File: src/sfp_pkg.sv
package sfp_pkg;

   // ------------------------------------------------------------
   // clock and times
   // ------------------------------------------------------------
   localparam int  CLK_MHZ           = 125;
   localparam real OV_FILTER_US      = 6.5;
   localparam real SHORT_SENSE_US    = 60.0;
   localparam real REFRESH_MS        = 14.0;
   localparam real ON_OPEN_SENSE_MS  = 12.0;
   localparam real OFF_OPEN_SENSE_US = 60.0;
   localparam real LOW_PIN_DELAY_US  = 60.0;
   localparam real BLANK_US          = 2.0;

   localparam int OV_FILTER_CYC      = int'($ceil(OV_FILTER_US * CLK_MHZ));
   localparam int SHORT_SENSE_CYC    = int'($ceil(SHORT_SENSE_US * CLK_MHZ));
   localparam int REFRESH_CYC        = int'($ceil(REFRESH_MS * 1000.0 * CLK_MHZ));
   localparam int ON_OPEN_SENSE_CYC  = int'($ceil(ON_OPEN_SENSE_MS * 1000.0 * CLK_MHZ));
   localparam int OFF_OPEN_SENSE_CYC = int'($ceil(OFF_OPEN_SENSE_US * CLK_MHZ));
   localparam int LOW_PIN_DELAY_CYC  = int'($ceil(LOW_PIN_DELAY_US * CLK_MHZ));
   localparam int BLANK_CYC          = int'($ceil(BLANK_US * CLK_MHZ));

   localparam int TMR_W    = 21;
   localparam int CUR_W    = 10;
   localparam int DITHER_W = 10;
   localparam int NCH      = 2;

   // command code just under 50 mA with a one-ohm sense resistor
   localparam logic [CUR_W-1:0] CUR_50MA = 10'h033;

   // ------------------------------------------------------------
   // register map
   // ------------------------------------------------------------
   localparam int           ADR_W       = 4;
   localparam logic [3:0]   CH0_CFG_OFS = 4'h0;
   localparam logic [3:0]   CH1_CFG_OFS = 4'h4;
   localparam logic [3:0]   FAULT_OFS   = 4'h8;
   localparam logic [3:0]   STATUS_OFS  = 4'hc;

   localparam int CFG_TYPING_POS = 10;
   localparam int FLT_OC_POS     = 0;
   localparam int FLT_OG_POS     = 1;
   localparam int FLT_CH_STRIDE  = 2;
   localparam int ST_OV_POS      = 0;
   localparam int ST_GATE_POS    = 1;
   localparam int ST_REF_POS     = 3;
   localparam int ST_DITHER_POS  = 16;

   // ------------------------------------------------------------
   // types
   // ------------------------------------------------------------
   typedef struct packed {
      logic             typing;
      logic [CUR_W-1:0] current;
   } sfp_cfg_t;

   typedef struct packed {
      logic gate_req;
      logic pos_over;
      logic pos_low;
      logic neg_low;
   } sfp_sense_t;

   typedef enum logic [3:0] {
      ST_OFF     = 4'h1,
      ST_BLANK   = 4'h2,
      ST_ON      = 4'h4,
      ST_REFRESH = 4'h8
   } sfp_state_t;

   localparam sfp_cfg_t CFG_RST = '0;

endpackage

File: src/sfp_filt.sv
`timescale 1ns/1ps
module sfp_filt #(
   parameter int WIDTH = 21,
   parameter int LIMIT = 8
) (
   input  wire logic clk,
   input  wire logic resetn,
   input  wire logic cond,
   output logic      expired
);

   logic [WIDTH-1:0] cnt;
   wire              at_limit = (cnt == WIDTH'(LIMIT - 1));

   // ------------------------------------------------------------
   // filter counter
   // ------------------------------------------------------------
   always_ff @(posedge clk or negedge resetn) begin
      if (!resetn) begin
         cnt     <= '0;
         expired <= 1'b0;
      end else if (!cond) begin
         cnt     <= '0;
         expired <= 1'b0;
      end else begin
         expired <= expired | at_limit;
         if (!at_limit && !expired) begin
            cnt <= cnt + 1'b1;
         end
      end
   end

endmodule

File: src/sfp_prot.sv
`timescale 1ns/1ps
// What this block does
// - battery overvoltage filtered about 6.5 us, then outputs forced off
// - bus keeps working during overvoltage; outputs resume when comparator drops
// - overvoltage leaves registers alone; dither counter keeps running
// - overvoltage switches both channels off together
// - overcurrent checked only with gate on; 60 us above threshold turns driver off
// - overcurrent fault bit latched until fault register is read
// - after overcurrent, off for 14 ms refresh, then automatic retry
// - overcurrent check blanked after every off-to-on gate transition
// - commands during refresh are stored, applied once refresh ends
// - overcurrent detection, latch and refresh kept per channel
// - no overcurrent fault when command is below 50 mA
// - command above 50 mA, gate on past 12 ms sets open/ground fault
// - command above 50 mA, gate off, low pin low past 60 us sets fault
// - low command, typing clear: high pin low or low-pin condition sets fault
// - low command, typing set: same high-pin and low-pin detection applies
// - typing set enables high-pin pull-up, cleared enables pull-down
// - typing bit never changes gate state or load current
// - short to ground still reported with zero commanded current
// - safe-state input resets registers but keeps fault bits
// - reset clears faults and returns registers to defaults
module sfp_prot #(
   parameter int SHORT_SENSE_CYC    = sfp_pkg::SHORT_SENSE_CYC,
   parameter int REFRESH_CYC        = sfp_pkg::REFRESH_CYC,
   parameter int ON_OPEN_SENSE_CYC  = sfp_pkg::ON_OPEN_SENSE_CYC,
   parameter int OFF_OPEN_SENSE_CYC = sfp_pkg::OFF_OPEN_SENSE_CYC,
   parameter int LOW_PIN_DELAY_CYC  = sfp_pkg::LOW_PIN_DELAY_CYC
) (
   input  wire logic                                CLK,
   input  wire logic                                RESETN,
   input  wire logic                                CYC_I,
   input  wire logic                                STB_I,
   input  wire logic                                WE_I,
   input  wire logic [sfp_pkg::ADR_W-1:0]           ADR_I,
   input  wire logic [3:0]                          SEL_I,
   input  wire logic [31:0]                         DAT_I,
   output logic      [31:0]                         DAT_O,
   output logic                                     ACK_O,
   input  wire logic                                BATTERY_SUPPLY_PIN_OVER,
   input  wire logic                                SAFE_STATE,
   input  wire sfp_pkg::sfp_sense_t [sfp_pkg::NCH-1:0] SENSE,
   output logic      [sfp_pkg::NCH-1:0]             GATE_ON,
   output logic      [sfp_pkg::NCH-1:0]             PULL_UP,
   output logic      [sfp_pkg::NCH-1:0]             PULL_DOWN,
   output logic                                     OV_ACTIVE,
   output logic      [sfp_pkg::DITHER_W-1:0]        DITHER_CNT
);

   localparam int NCH = sfp_pkg::NCH;
   localparam int TW  = sfp_pkg::TMR_W;

   // ------------------------------------------------------------
   // functions
   // ------------------------------------------------------------
   function automatic sfp_pkg::sfp_cfg_t apply_wr(input sfp_pkg::sfp_cfg_t old,
                                                  input logic [31:0]         data,
                                                  input logic [3:0]          sel);
      sfp_pkg::sfp_cfg_t res;
      res = old;
      if (sel[0]) begin
         res.current[7:0] = data[7:0];
      end
      if (sel[1]) begin
         res.current[9:8] = data[9:8];
         res.typing       = data[sfp_pkg::CFG_TYPING_POS];
      end
      return res;
   endfunction

   function automatic logic above_50ma(input sfp_pkg::sfp_cfg_t cfg);
      return cfg.current > sfp_pkg::CUR_50MA;
   endfunction

   // ------------------------------------------------------------
   // bus decode
   // ------------------------------------------------------------
   logic                            ack;
   sfp_pkg::sfp_cfg_t [NCH-1:0]     cfg_reg;
   sfp_pkg::sfp_cfg_t [NCH-1:0]     act_cfg;
   logic [NCH-1:0]                  oc_fault;
   logic [NCH-1:0]                  og_fault;
   logic [NCH-1:0]                  in_refresh;
   logic [NCH-1:0]                  gate;
   logic                            ov_active;
   logic [sfp_pkg::DITHER_W-1:0]    dither;

   wire        bus_req   = CYC_I & STB_I & ~ack;
   wire        wr_en     = bus_req & WE_I & ~SAFE_STATE;
   wire        rd_en     = bus_req & ~WE_I;
   wire        sel_cfg0  = (ADR_I == sfp_pkg::CH0_CFG_OFS);
   wire        sel_cfg1  = (ADR_I == sfp_pkg::CH1_CFG_OFS);
   wire        sel_fault = (ADR_I == sfp_pkg::FAULT_OFS);
   wire        sel_stat  = (ADR_I == sfp_pkg::STATUS_OFS);
   wire        fault_clr = rd_en & sel_fault & ~SAFE_STATE;

   wire [31:0] fault_word;
   wire [31:0] stat_word;
   wire [31:0] rd_data;

   assign fault_word = {28'h0000000, og_fault[1], oc_fault[1], og_fault[0], oc_fault[0]};
   assign stat_word  = {6'h00, dither, 11'h000, in_refresh, gate, ov_active};
   assign rd_data    = sel_cfg0  ? {21'h000000, cfg_reg[0]} :
                       sel_cfg1  ? {21'h000000, cfg_reg[1]} :
                       sel_fault ? fault_word :
                       sel_stat  ? stat_word  : 32'h00000000;

   always_ff @(posedge CLK or negedge RESETN) begin
      if (!RESETN) begin
         ack   <= 1'b0;
         DAT_O <= 32'h00000000;
      end else begin
         ack   <= bus_req;
         DAT_O <= rd_en ? rd_data : 32'h00000000;
      end
   end

   assign ACK_O = ack;

   // ------------------------------------------------------------
   // configuration registers
   // ------------------------------------------------------------
   wire [NCH-1:0] wr_cfg = {wr_en & sel_cfg1, wr_en & sel_cfg0};

   always_ff @(posedge CLK or negedge RESETN) begin
      if (!RESETN) begin
         cfg_reg <= {NCH{sfp_pkg::CFG_RST}};
      end else if (SAFE_STATE) begin
         cfg_reg <= {NCH{sfp_pkg::CFG_RST}};
      end else begin
         for (int i = 0; i < NCH; i++) begin
            if (wr_cfg[i]) begin
               cfg_reg[i] <= apply_wr(cfg_reg[i], DAT_I, SEL_I);
            end
         end
      end
   end

   // ------------------------------------------------------------
   // overvoltage and dither
   // ------------------------------------------------------------
   logic ov_expired;

   sfp_filt #(
      .WIDTH (TW),
      .LIMIT (sfp_pkg::OV_FILTER_CYC)
   ) u_ov_filt (
      .clk     (CLK),
      .resetn  (RESETN),
      .cond    (BATTERY_SUPPLY_PIN_OVER),
      .expired (ov_expired)
   );

   always_ff @(posedge CLK or negedge RESETN) begin
      if (!RESETN) begin
         ov_active <= 1'b0;
         dither    <= '0;
      end else begin
         ov_active <= ov_expired;
         dither    <= dither + 1'b1;
      end
   end

   assign OV_ACTIVE  = ov_active;
   assign DITHER_CNT = dither;

   // ------------------------------------------------------------
   // per-channel protection
   // ------------------------------------------------------------
   for (genvar ch = 0; ch < NCH; ch++) begin : g_ch
      sfp_pkg::sfp_state_t state;
      sfp_pkg::sfp_state_t next_state;
      logic [TW-1:0]       tmr;
      logic [TW-1:0]       next_tmr;
      logic                oc_exp;
      logic                on_open_exp;
      logic                low_pin_exp;
      logic                pos_low_exp;

      wire high_cmd = above_50ma(act_cfg[ch]);
      wire drive    = SENSE[ch].gate_req & (act_cfg[ch].current != '0) & ~ov_active;
      wire tmr_done = (tmr == '0);
      wire gate_now = (state == sfp_pkg::ST_BLANK) | (state == sfp_pkg::ST_ON);

      wire oc_cond  = (state == sfp_pkg::ST_ON) & SENSE[ch].pos_over & high_cmd;
      wire on_cond  = gate_now & high_cmd;
      wire neg_cond = ~gate_now & SENSE[ch].neg_low;
      // high pin low at low command
      // same check for either typing value
      wire pos_cond = ~high_cmd & SENSE[ch].pos_low;
      // stored command waits out the refresh
      wire hold_cfg = (next_state == sfp_pkg::ST_REFRESH);

      // ------------------------------------------------------------
      // channel filters
      // ------------------------------------------------------------
      // restartable filters
      sfp_filt #(.WIDTH(TW), .LIMIT(SHORT_SENSE_CYC)) u_oc (
         .clk     (CLK),
         .resetn  (RESETN),
         .cond    (oc_cond),
         .expired (oc_exp)
      );

      sfp_filt #(.WIDTH(TW), .LIMIT(ON_OPEN_SENSE_CYC)) u_on_open (
         .clk     (CLK),
         .resetn  (RESETN),
         .cond    (on_cond),
         .expired (on_open_exp)
      );

      sfp_filt #(.WIDTH(TW), .LIMIT(LOW_PIN_DELAY_CYC)) u_low_pin (
         .clk     (CLK),
         .resetn  (RESETN),
         .cond    (neg_cond),
         .expired (low_pin_exp)
      );

      sfp_filt #(.WIDTH(TW), .LIMIT(OFF_OPEN_SENSE_CYC)) u_pos_low (
         .clk     (CLK),
         .resetn  (RESETN),
         .cond    (pos_cond),
         .expired (pos_low_exp)
      );

      // ------------------------------------------------------------
      // channel state machine
      // ------------------------------------------------------------
      always_comb begin
         next_state = state;
         next_tmr   = tmr;
         case (state)
            sfp_pkg::ST_OFF: begin
               if (drive) begin
                  next_state = sfp_pkg::ST_BLANK;
                  next_tmr   = TW'(sfp_pkg::BLANK_CYC - 1);
               end
            end
            sfp_pkg::ST_BLANK: begin
               if (!drive) begin
                  next_state = sfp_pkg::ST_OFF;
               end else if (tmr_done) begin
                  next_state = sfp_pkg::ST_ON;
               end else begin
                  next_tmr = tmr - 1'b1;
               end
            end
            sfp_pkg::ST_ON: begin
               if (oc_exp) begin
                  next_state = sfp_pkg::ST_REFRESH;
                  next_tmr   = TW'(REFRESH_CYC - 1);
               end else if (!drive) begin
                  next_state = sfp_pkg::ST_OFF;
               end
            end
            sfp_pkg::ST_REFRESH: begin
               if (tmr_done) begin
                  next_state = sfp_pkg::ST_OFF;
               end else begin
                  next_tmr = tmr - 1'b1;
               end
            end
            default: begin
               next_state = sfp_pkg::ST_OFF;
               next_tmr   = '0;
            end
         endcase
      end

      always_ff @(posedge CLK or negedge RESETN) begin
         if (!RESETN) begin
            state <= sfp_pkg::ST_OFF;
            tmr   <= '0;
         end else begin
            state <= next_state;
            tmr   <= next_tmr;
         end
      end

      always_ff @(posedge CLK or negedge RESETN) begin
         if (!RESETN) begin
            act_cfg[ch] <= sfp_pkg::CFG_RST;
         end else if (SAFE_STATE) begin
            act_cfg[ch] <= sfp_pkg::CFG_RST;
         end else if (!hold_cfg) begin
            act_cfg[ch] <= cfg_reg[ch];
         end
      end

      // ------------------------------------------------------------
      // fault latches
      // ------------------------------------------------------------
      always_ff @(posedge CLK or negedge RESETN) begin
         if (!RESETN) begin
            oc_fault[ch] <= 1'b0;
            og_fault[ch] <= 1'b0;
         end else begin
            oc_fault[ch] <= oc_exp | (oc_fault[ch] & ~fault_clr);
            og_fault[ch] <= on_open_exp | low_pin_exp | pos_low_exp | (og_fault[ch] & ~fault_clr);
         end
      end

      // ------------------------------------------------------------
      // channel outputs
      // ------------------------------------------------------------
      always_ff @(posedge CLK or negedge RESETN) begin
         if (!RESETN) begin
            gate[ch]       <= 1'b0;
            in_refresh[ch] <= 1'b0;
            PULL_UP[ch]    <= 1'b0;
            PULL_DOWN[ch]  <= 1'b1;
         end else begin
            gate[ch]       <= (next_state == sfp_pkg::ST_BLANK) | (next_state == sfp_pkg::ST_ON);
            in_refresh[ch] <= (next_state == sfp_pkg::ST_REFRESH);
            PULL_UP[ch]    <= cfg_reg[ch].typing;
            PULL_DOWN[ch]  <= ~cfg_reg[ch].typing;
         end
      end
   end

   assign GATE_ON = gate;

endmodule

File: config.mk
export PLATFORM = sky130hd
export DESIGN_NAME = sfp_prot
export DESIGN_NICKNAME = d
export VERILOG_FILES = /design/src/sfp_pkg.sv /design/src/sfp_filt.sv /design/src/sfp_prot.sv
export SDC_FILE = /design/constraint.sdc
export NUM_CORES = 1
export LEC_CHECK = 0
export ABC_AREA = 0
export CAP_MARGIN = 20
export CORE_ASPECT_RATIO = 0.8
export CORE_MARGIN = 1.5
export CORE_UTILIZATION = 66
export CTS_CLUSTER_SIZE = 30
export DETAILED_ROUTE_END_ITERATION = 6
export DONT_BUFFER_PORTS = 1
export PLACE_DENSITY = 0.89
export SLEW_MARGIN = 20
export SYNTH_ARGS = -nofsm -noshare
export SYNTH_HDL_FRONTEND = slang
export SYNTH_HIERARCHICAL = 1
export SYNTH_SLANG_ARGS = --single-unit
File: constraint.sdc
create_clock -name CLK -period 4.5 [get_ports CLK]
set_input_delay 0 -clock CLK [delete_from_list [all_inputs] [get_ports CLK]]
set_output_delay 0 -clock CLK [all_outputs]
set_load 0.02 [all_outputs]
# After elaboration in Yosys (flattened, before gate mapping)
# Cells that the tools add are included.
dict set report word_totals {
  ff_bits 340
  latch_bits 0
  mem_bits_rw 0
  rom_bits 0
  in_bits 55
  out_inout_bits 50
  elab_cells 269
  mem_count 0
}
dict set report classes {
  n_addsub 12
  mul 0
  div_mod_pow 0
  n_lt_le_gt_ge 2
  n_eq_ne 43
  n_shift 0
  n_mux 65
  n_bitwise 59
  n_reduce_logical 42
}
# operator n
set op_table {}
lappend op_table {{21-bit 2-to-1 mux} 26}
lappend op_table {{21-bit by 1-bit adder with 21-bit output (second input constant)} 9}
lappend op_table {{21-bit one-hot mux with 4 select lines} 2}
lappend op_table {{26-bit 2-to-1 mux} 5}
lappend op_table {{21-bit by 13-bit == test with 1-bit output (second input constant)} 6}
lappend op_table {{4-bit 2-to-1 mux} 12}
lappend op_table {{21-bit == test (second input constant)} 2}
lappend op_table {{21-bit logical NOT} 2}
lappend op_table {{21-bit by 1-bit subtractor with 21-bit output (second input constant)} 2}
lappend op_table {{10-bit 2-to-1 mux} 4}
lappend op_table {{4-bit one-hot mux with 4 select lines} 2}
lappend op_table {{2-bit != test (second input constant)} 14}
lappend op_table {{1-bit AND} 27}
lappend op_table {{4-bit == test (second input constant)} 6}
lappend op_table {{11-bit 2-to-1 mux} 2}
lappend op_table {{22-bit 2-to-1 mux} 1}
lappend op_table {{21-bit by 10-bit == test with 1-bit output (second input constant)} 1}
lappend op_table {{1-bit bitwise OR} 21}
lappend op_table {{4-bit by 3-bit == test with 1-bit output (second input constant)} 5}
lappend op_table {{10-bit by 6-bit > comparator with 1-bit output (second input constant)} 2}
lappend op_table {{10-bit nonzero test} 2}
lappend op_table {{1-bit logical NOT} 18}
lappend op_table {{4-bit by 2-bit == test with 1-bit output (second input constant)} 4}
lappend op_table {{1-bit inverter} 11}
lappend op_table {{11 further kinds} 37}

# Logic depth before layout (Yosys ltp)
dict set report depth {
  word_depth 9
  mapped_depth 9
  ltp_nobuf 8
}

# Cells and area by module
# Netlist, hierarchy kept.
# module n_inst cells_per_inst area_each_um2
set modules_own_cells {}
lappend modules_own_cells {{sfp_filt at g_ch[0].u_low_pin ...} 6 123 1243.7}
lappend modules_own_cells {sfp_prot 1 705 6964.2}
lappend modules_own_cells {{sfp_filt at g_ch[0].u_on_open ...} 2 129 1216.2}
lappend modules_own_cells {{sfp_filt at u_ov_filt} 1 130 1214.9}

# Worst setup path after synthesis
# Ideal clock, no wire load.
dict set report synth_timing {
  kind {flip-flop to flip-flop}
  start {register g_ch[1].state[1]}
  end {register g_ch[1].u_oc.cnt[15]}
  setup_time_ns 0.079
  arrival_time_ns 2.363
  required_time_ns 4.421
  path_slack_ns 2.058
  path_stages_with_launch 8
  path_buffers 2
  synth_period_minus_slack_ns 2.442
  cell_sequence {dfrtp_1 > clkbuf_1 > nor4b_1 > nand2_1 > nor2_1 > buf_1 > nand2_1 > mux2i_1}
}
dict set report synth_via {
  elab_chain_len 4
}
# item line_no
set synth_lines {}
lappend synth_lines {{from (decl)} sfp_prot.sv:171} ;# sfp_pkg::sfp_state_t state;
lappend synth_lines {{from (signal assigned)} sfp_prot.sv:272} ;# state <= sfp_pkg::ST_OFF;
lappend synth_lines {{from (signal assigned)} sfp_prot.sv:275} ;# state <= next_state;
lappend synth_lines {{4-bit by 3-bit == test with 1-bit output (*)} sfp_prot.sv:185} ;# wire oc_cond = (state == sfp_pkg::ST_ON) & SENSE[ch].pos_over & high_cmd;
lappend synth_lines {{1-bit AND (*) (2 in a row)} sfp_prot.sv:185}
lappend synth_lines {{named net g_ch[1].oc_cond} sfp_prot.sv:185}
lappend synth_lines {{2-bit != test (no line) or 21-bit 2-to-1 mux (tied branches)} --}
lappend synth_lines {{to (signal assigned)} sfp_filt.sv:28} ;# cnt <= cnt + 1'b1;
lappend synth_lines {{to (decl)} sfp_filt.sv:12} ;# logic [WIDTH-1:0] cnt;
# The timed path passes the listed nets; every way through them passes the cells marked *.
# A chain may end at the register's enable or synchronous reset.

# Worst setup path in the final report
dict set report layout_timing {
  start {register g_ch[1].tmr[12]}
  end {register act_cfg[17] in the netlist's numbering}
}
dict set report layout_via {
  elab_chain_len 6
}
# item line_no
set layout_lines {}
lappend layout_lines {{from (decl)} sfp_prot.sv:173} ;# logic [TW-1:0] tmr;
lappend layout_lines {{from (signal assigned)} sfp_prot.sv:276} ;# tmr <= next_tmr;
lappend layout_lines {{21-bit logical NOT (*)} sfp_prot.sv:182} ;# wire tmr_done = (tmr == '0);
lappend layout_lines {{4-bit 2-to-1 mux} sfp_prot.sv:242} ;# end else if (tmr_done) begin
lappend layout_lines {{4-bit 2-to-1 mux} sfp_prot.sv:240} ;# if (!drive) begin
lappend layout_lines {{4-bit one-hot mux with 4 select lines (*)} sfp_prot.sv:232} ;# case (state)
lappend layout_lines {{4-bit == test (*)} sfp_prot.sv:192} ;# wire hold_cfg = (next_state == sfp_pkg::ST_REFRESH);
lappend layout_lines {{2-bit != test (no line) (*)} --}
lappend layout_lines {{to (signal, indexed assignment)} sfp_prot.sv:282} ;# act_cfg[ch] <= sfp_pkg::CFG_RST;
lappend layout_lines {{to (signal, indexed assignment)} sfp_prot.sv:284} ;# act_cfg[ch] <= sfp_pkg::CFG_RST;
lappend layout_lines {{to (signal, indexed assignment)} sfp_prot.sv:286} ;# act_cfg[ch] <= cfg_reg[ch];
lappend layout_lines {{to (decl)} sfp_prot.sv:80} ;# sfp_pkg::sfp_cfg_t [NCH-1:0] act_cfg;
# Mark *: on every way between the ends. The rest lies on a longest branch, timed or not.

==> flow_summary_export.csv <==
group,metric,value,unit
status,status,"finished with violations",
status,violations,"negative hold slack",
critical_path,max_stage_delay,690,ps
timing,period_minus_slack,3412,ps
timing,hold_violations,341,
final_layout,final_layout_size_suffix_gt1_share,8.114,%
flow_run,maxCapViolations,0,
route,drt_first_pass_iters,5,
synthesis,synth.distinct_cells,79,
timing,max-slew-margin-rel,22.65,%
synthesis,async_flop_share,100.0,%
final_layout,layout.cells.most_common,"dfrtp_1",
floorplan,die-area,28390,sq um
synthesis,synth_top_family_by_area,"simple AND/OR/NAND/NOR gates",
critical_path,crit_type,"reg -> reg",
timing,max_slew.worst_pin.slew,1155,ps
timing,setup_tns,0,ps
floorplan,start_util,67.97,%
synthesis,ys_warn_count,6,
worst_hold_path,hp-class,"in -> async",
critical_path,cp_top_family,"simple AND/OR/NAND/NOR gates",
critical_path,startpoint_type,"flip-flop",
place,dp_hpwl,25900,um
timing,clock.fmax,0.2931,GHz
route,routed_wl,41760,um
synthesis,synth.area.top_cells,"dfrtp_1, xnor2_1, and2_1, nand2_1, nand4_1",
critical_path,slowest_stage,"or4_1",
power,p_per_area,345.0,nW/um^2
critical_path,path_cells,"or4_1 -> or4_4 -> o21ai_2 -> inv_2 -> nand2_1 -> a21oi_1 -> dlygate4sd3_1",
critical_path,required,4900,ps
critical_path,crit_path_end_kind,"flip-flop",
synthesis,synth-xor-area-share,6.300,%
floorplan,core_area,26590,sq um
place,gp_congestion,0.8988,
critical_path,path_buf_inv,2,
synthesis,synth_top_area_share,45.83,%
clocking,tritoncts,"done",
route,viasPerCell,6.505,
synthesis,synthMuxAreaShare,3.337,%
timing,finalSetupViolCount,0,
clocking,path_clk_slew,60,ps
clocking,post_cts_buffers,0,
critical_path,rrSetupSlack,1090,ps
global_route,grt_max_degree,336,
clocking,clock-sinks,335,
route,routedWlPerCell,18.81,um
synthesis,ys_seq_area_share,46.41,%
route,route.detailed.drc,0,
power,ir_worst_vdd,0.3400,mV
clocking,numCtsBuffers,34,
route,vias,14440,
clocking,cts_resized,0,
global_route,grt_usage,29.84,%
clocking,ctsHoldBuffers,36,
critical_path,r2r_start,"g_ch[1].tmr[12]",
synthesis,yosys.area.top_type,"dfrtp_1",
synthesis,ys_ff_latch,335,
floorplan,rows,53,
clocking,htreeDepth,2,
global_route,antenna_found_initial,1,
synthesis,synthAdderAreaFrac,1.315,%
critical_path,r2r-end,"act_cfg[17]",
floorplan,die_x,188.0,um
synthesis,synth_compound_area_share,11.12,%
critical_path,worstPathMaxFanout,12,
final_layout,syn_to_final_growth,9.249,%
synthesis,syn_area,18070,sq um
critical_path,arrival,3810,ps
global_route,grt_first_pass_wirelength,69780,um
timing,rsz0062_at_grt,"false",
place,port_buffers,0,
floorplan,ios,105,
timing,skew,19.92,ps
global_route,grt_overflow_total,0,
clocking,cts_root_buf,"clkbuf_16",
synthesis,synth_ff_type,"dfrtp_1",
route,ant_nets,0,
power,leakage,8.239,nW
timing,fin_crit_sh,75.82,%
floorplan,die_h,151.0,um
clocking,clk_path_buf_depth,3,
synthesis,synth.avg_cell_area,9.871,sq um
timing,fin_hold_ws,-805.0,ps
timing,slew_viol_final,0,
synthesis,synth-simple-area-share,27.94,%
clocking,worstSkewPairLatency,520,ps
final_layout,layout_common_cells,"dfrtp_1, and2_1, xnor2_1",
synthesis,synth_cells,1831,
route,drtIter0Drc,1448,
final_layout,final_nets,1912,
synthesis,synth-edff-count,0,
global_route,grt_pass1_vias,13930,
critical_path,r2r_cells,7,
cell usage after synthesis (8+ instances only):
cell         n
nor4b_1     11
o31ai_1     33
and4_1      18
o21ai_0     45
mux2i_1     31
nand3_1     70
or3_1       22
clkbuf_1    46
mux2_2      26
a21boi_0     9
nor3_1      42
inv_1       62
nor2b_1     32
and3_1      34
a22oi_1     12
o21ai_1     25
nor4_4       9
a31oi_1     32
nor2_1      98
nand3b_1    11
xor2_1      10
or2_2        9
a21oi_1     64
nand2b_1    49
nand2_1    108
buf_4       12
nor4_1      39
nand4_1     62
buf_2       13
o2111ai_1    8
o211ai_1    11
ha_1        19
buf_1       12
and2_1     127
or4_1       42
dfrtp_1    331
xnor2_1    120
cell families (layout without fill, tap and decap cells):
group,after synthesis,count (layout)
and+or+nand+nor,830,830
DFF,335,335
AOI/OAI and AO/OA,308,308
buffers and inverters,151,171
xor gates and xnor gates,130,130
muxes,57,57
adders and majority gates,19,19
other,1,13
power by group:
group          leakage (nW)  switching [mW]  internal (mW)
logic                  3.12           0.387          0.268
registers              4.57           0.167           3.14
clock network         0.552            1.20           1.66
total                  8.24            1.75           5.06
per-layer routing:
metal  track usage, %  vias to the layer above  routed length [um]
met5                0                        -                  12
met2            48.93                      643               19890
met3            5.236                       87                3170
met1            41.06                     7073               17740
li1                 -                     6637                   -
met4            8.880                        2                 937
through the flow:
step                      instance area [sq um]  util, %  setup WS [ps]  total power, mW  std cells
after global placement                    18250    68.63           1446            3.900       2123
after CTS                                 19730    74.21           1149            6.805       2218
after global routing                      19740    74.23           1004            7.039       2218
after detailed placement                  18250    68.64           1285            3.938       2123
after floorplan                           18110        -           2058            3.808       1841
final                                     19750    74.25           1088            6.811       2220
worst max-delay path by stage:
| stage | start | to | slack, ps | depth (start not counted) |
|---|---|---|---|---|
| after floorplan | g_ch[1].state[1] | g_ch[1].u_oc/cnt[15] | 2060 | 7 |
| after global placement | g_ch[0].state[2] | g_ch[0].u_on_open/cnt[5] | 1450 | 7 |
| after CTS | g_ch[1].tmr[12] | act_cfg[17] | 1150 | 7 |
| after detailed placement | g_ch[0].state[2] | g_ch[0].u_on_open/cnt[5] | 1280 | 7 |
| final | g_ch[1].tmr[12] | act_cfg[17] | 1090 | 7 |
| after global routing | g_ch[0].state[2] | g_ch[0].u_on_open/cnt[5] | 1000 | 7 |
worst reg2reg max path: stages (launching register included):
cell           delay (ps)
dfrtp_1               430
or4_1                 690
or4_4                 640
o21ai_2               580
inv_2                 240
nand2_1               120
a21oi_1                70
dlygate4sd3_1         550
final cells by class:
class / count / area [sq um]
diodes: 2 / 5.005
clock buffers: 47 / 991.0
clock inverters: 12 / 120.1
fillers: 1739 / 6847
inverters: 66 / 247.7
multi-input cells: 1355 / 9101
flip-flops and latches: 335 / 8388
well taps: 357 / 446.7
repair buffers: 46 / 445.4
No activity file was read; power rests on OpenSTA's default activity.
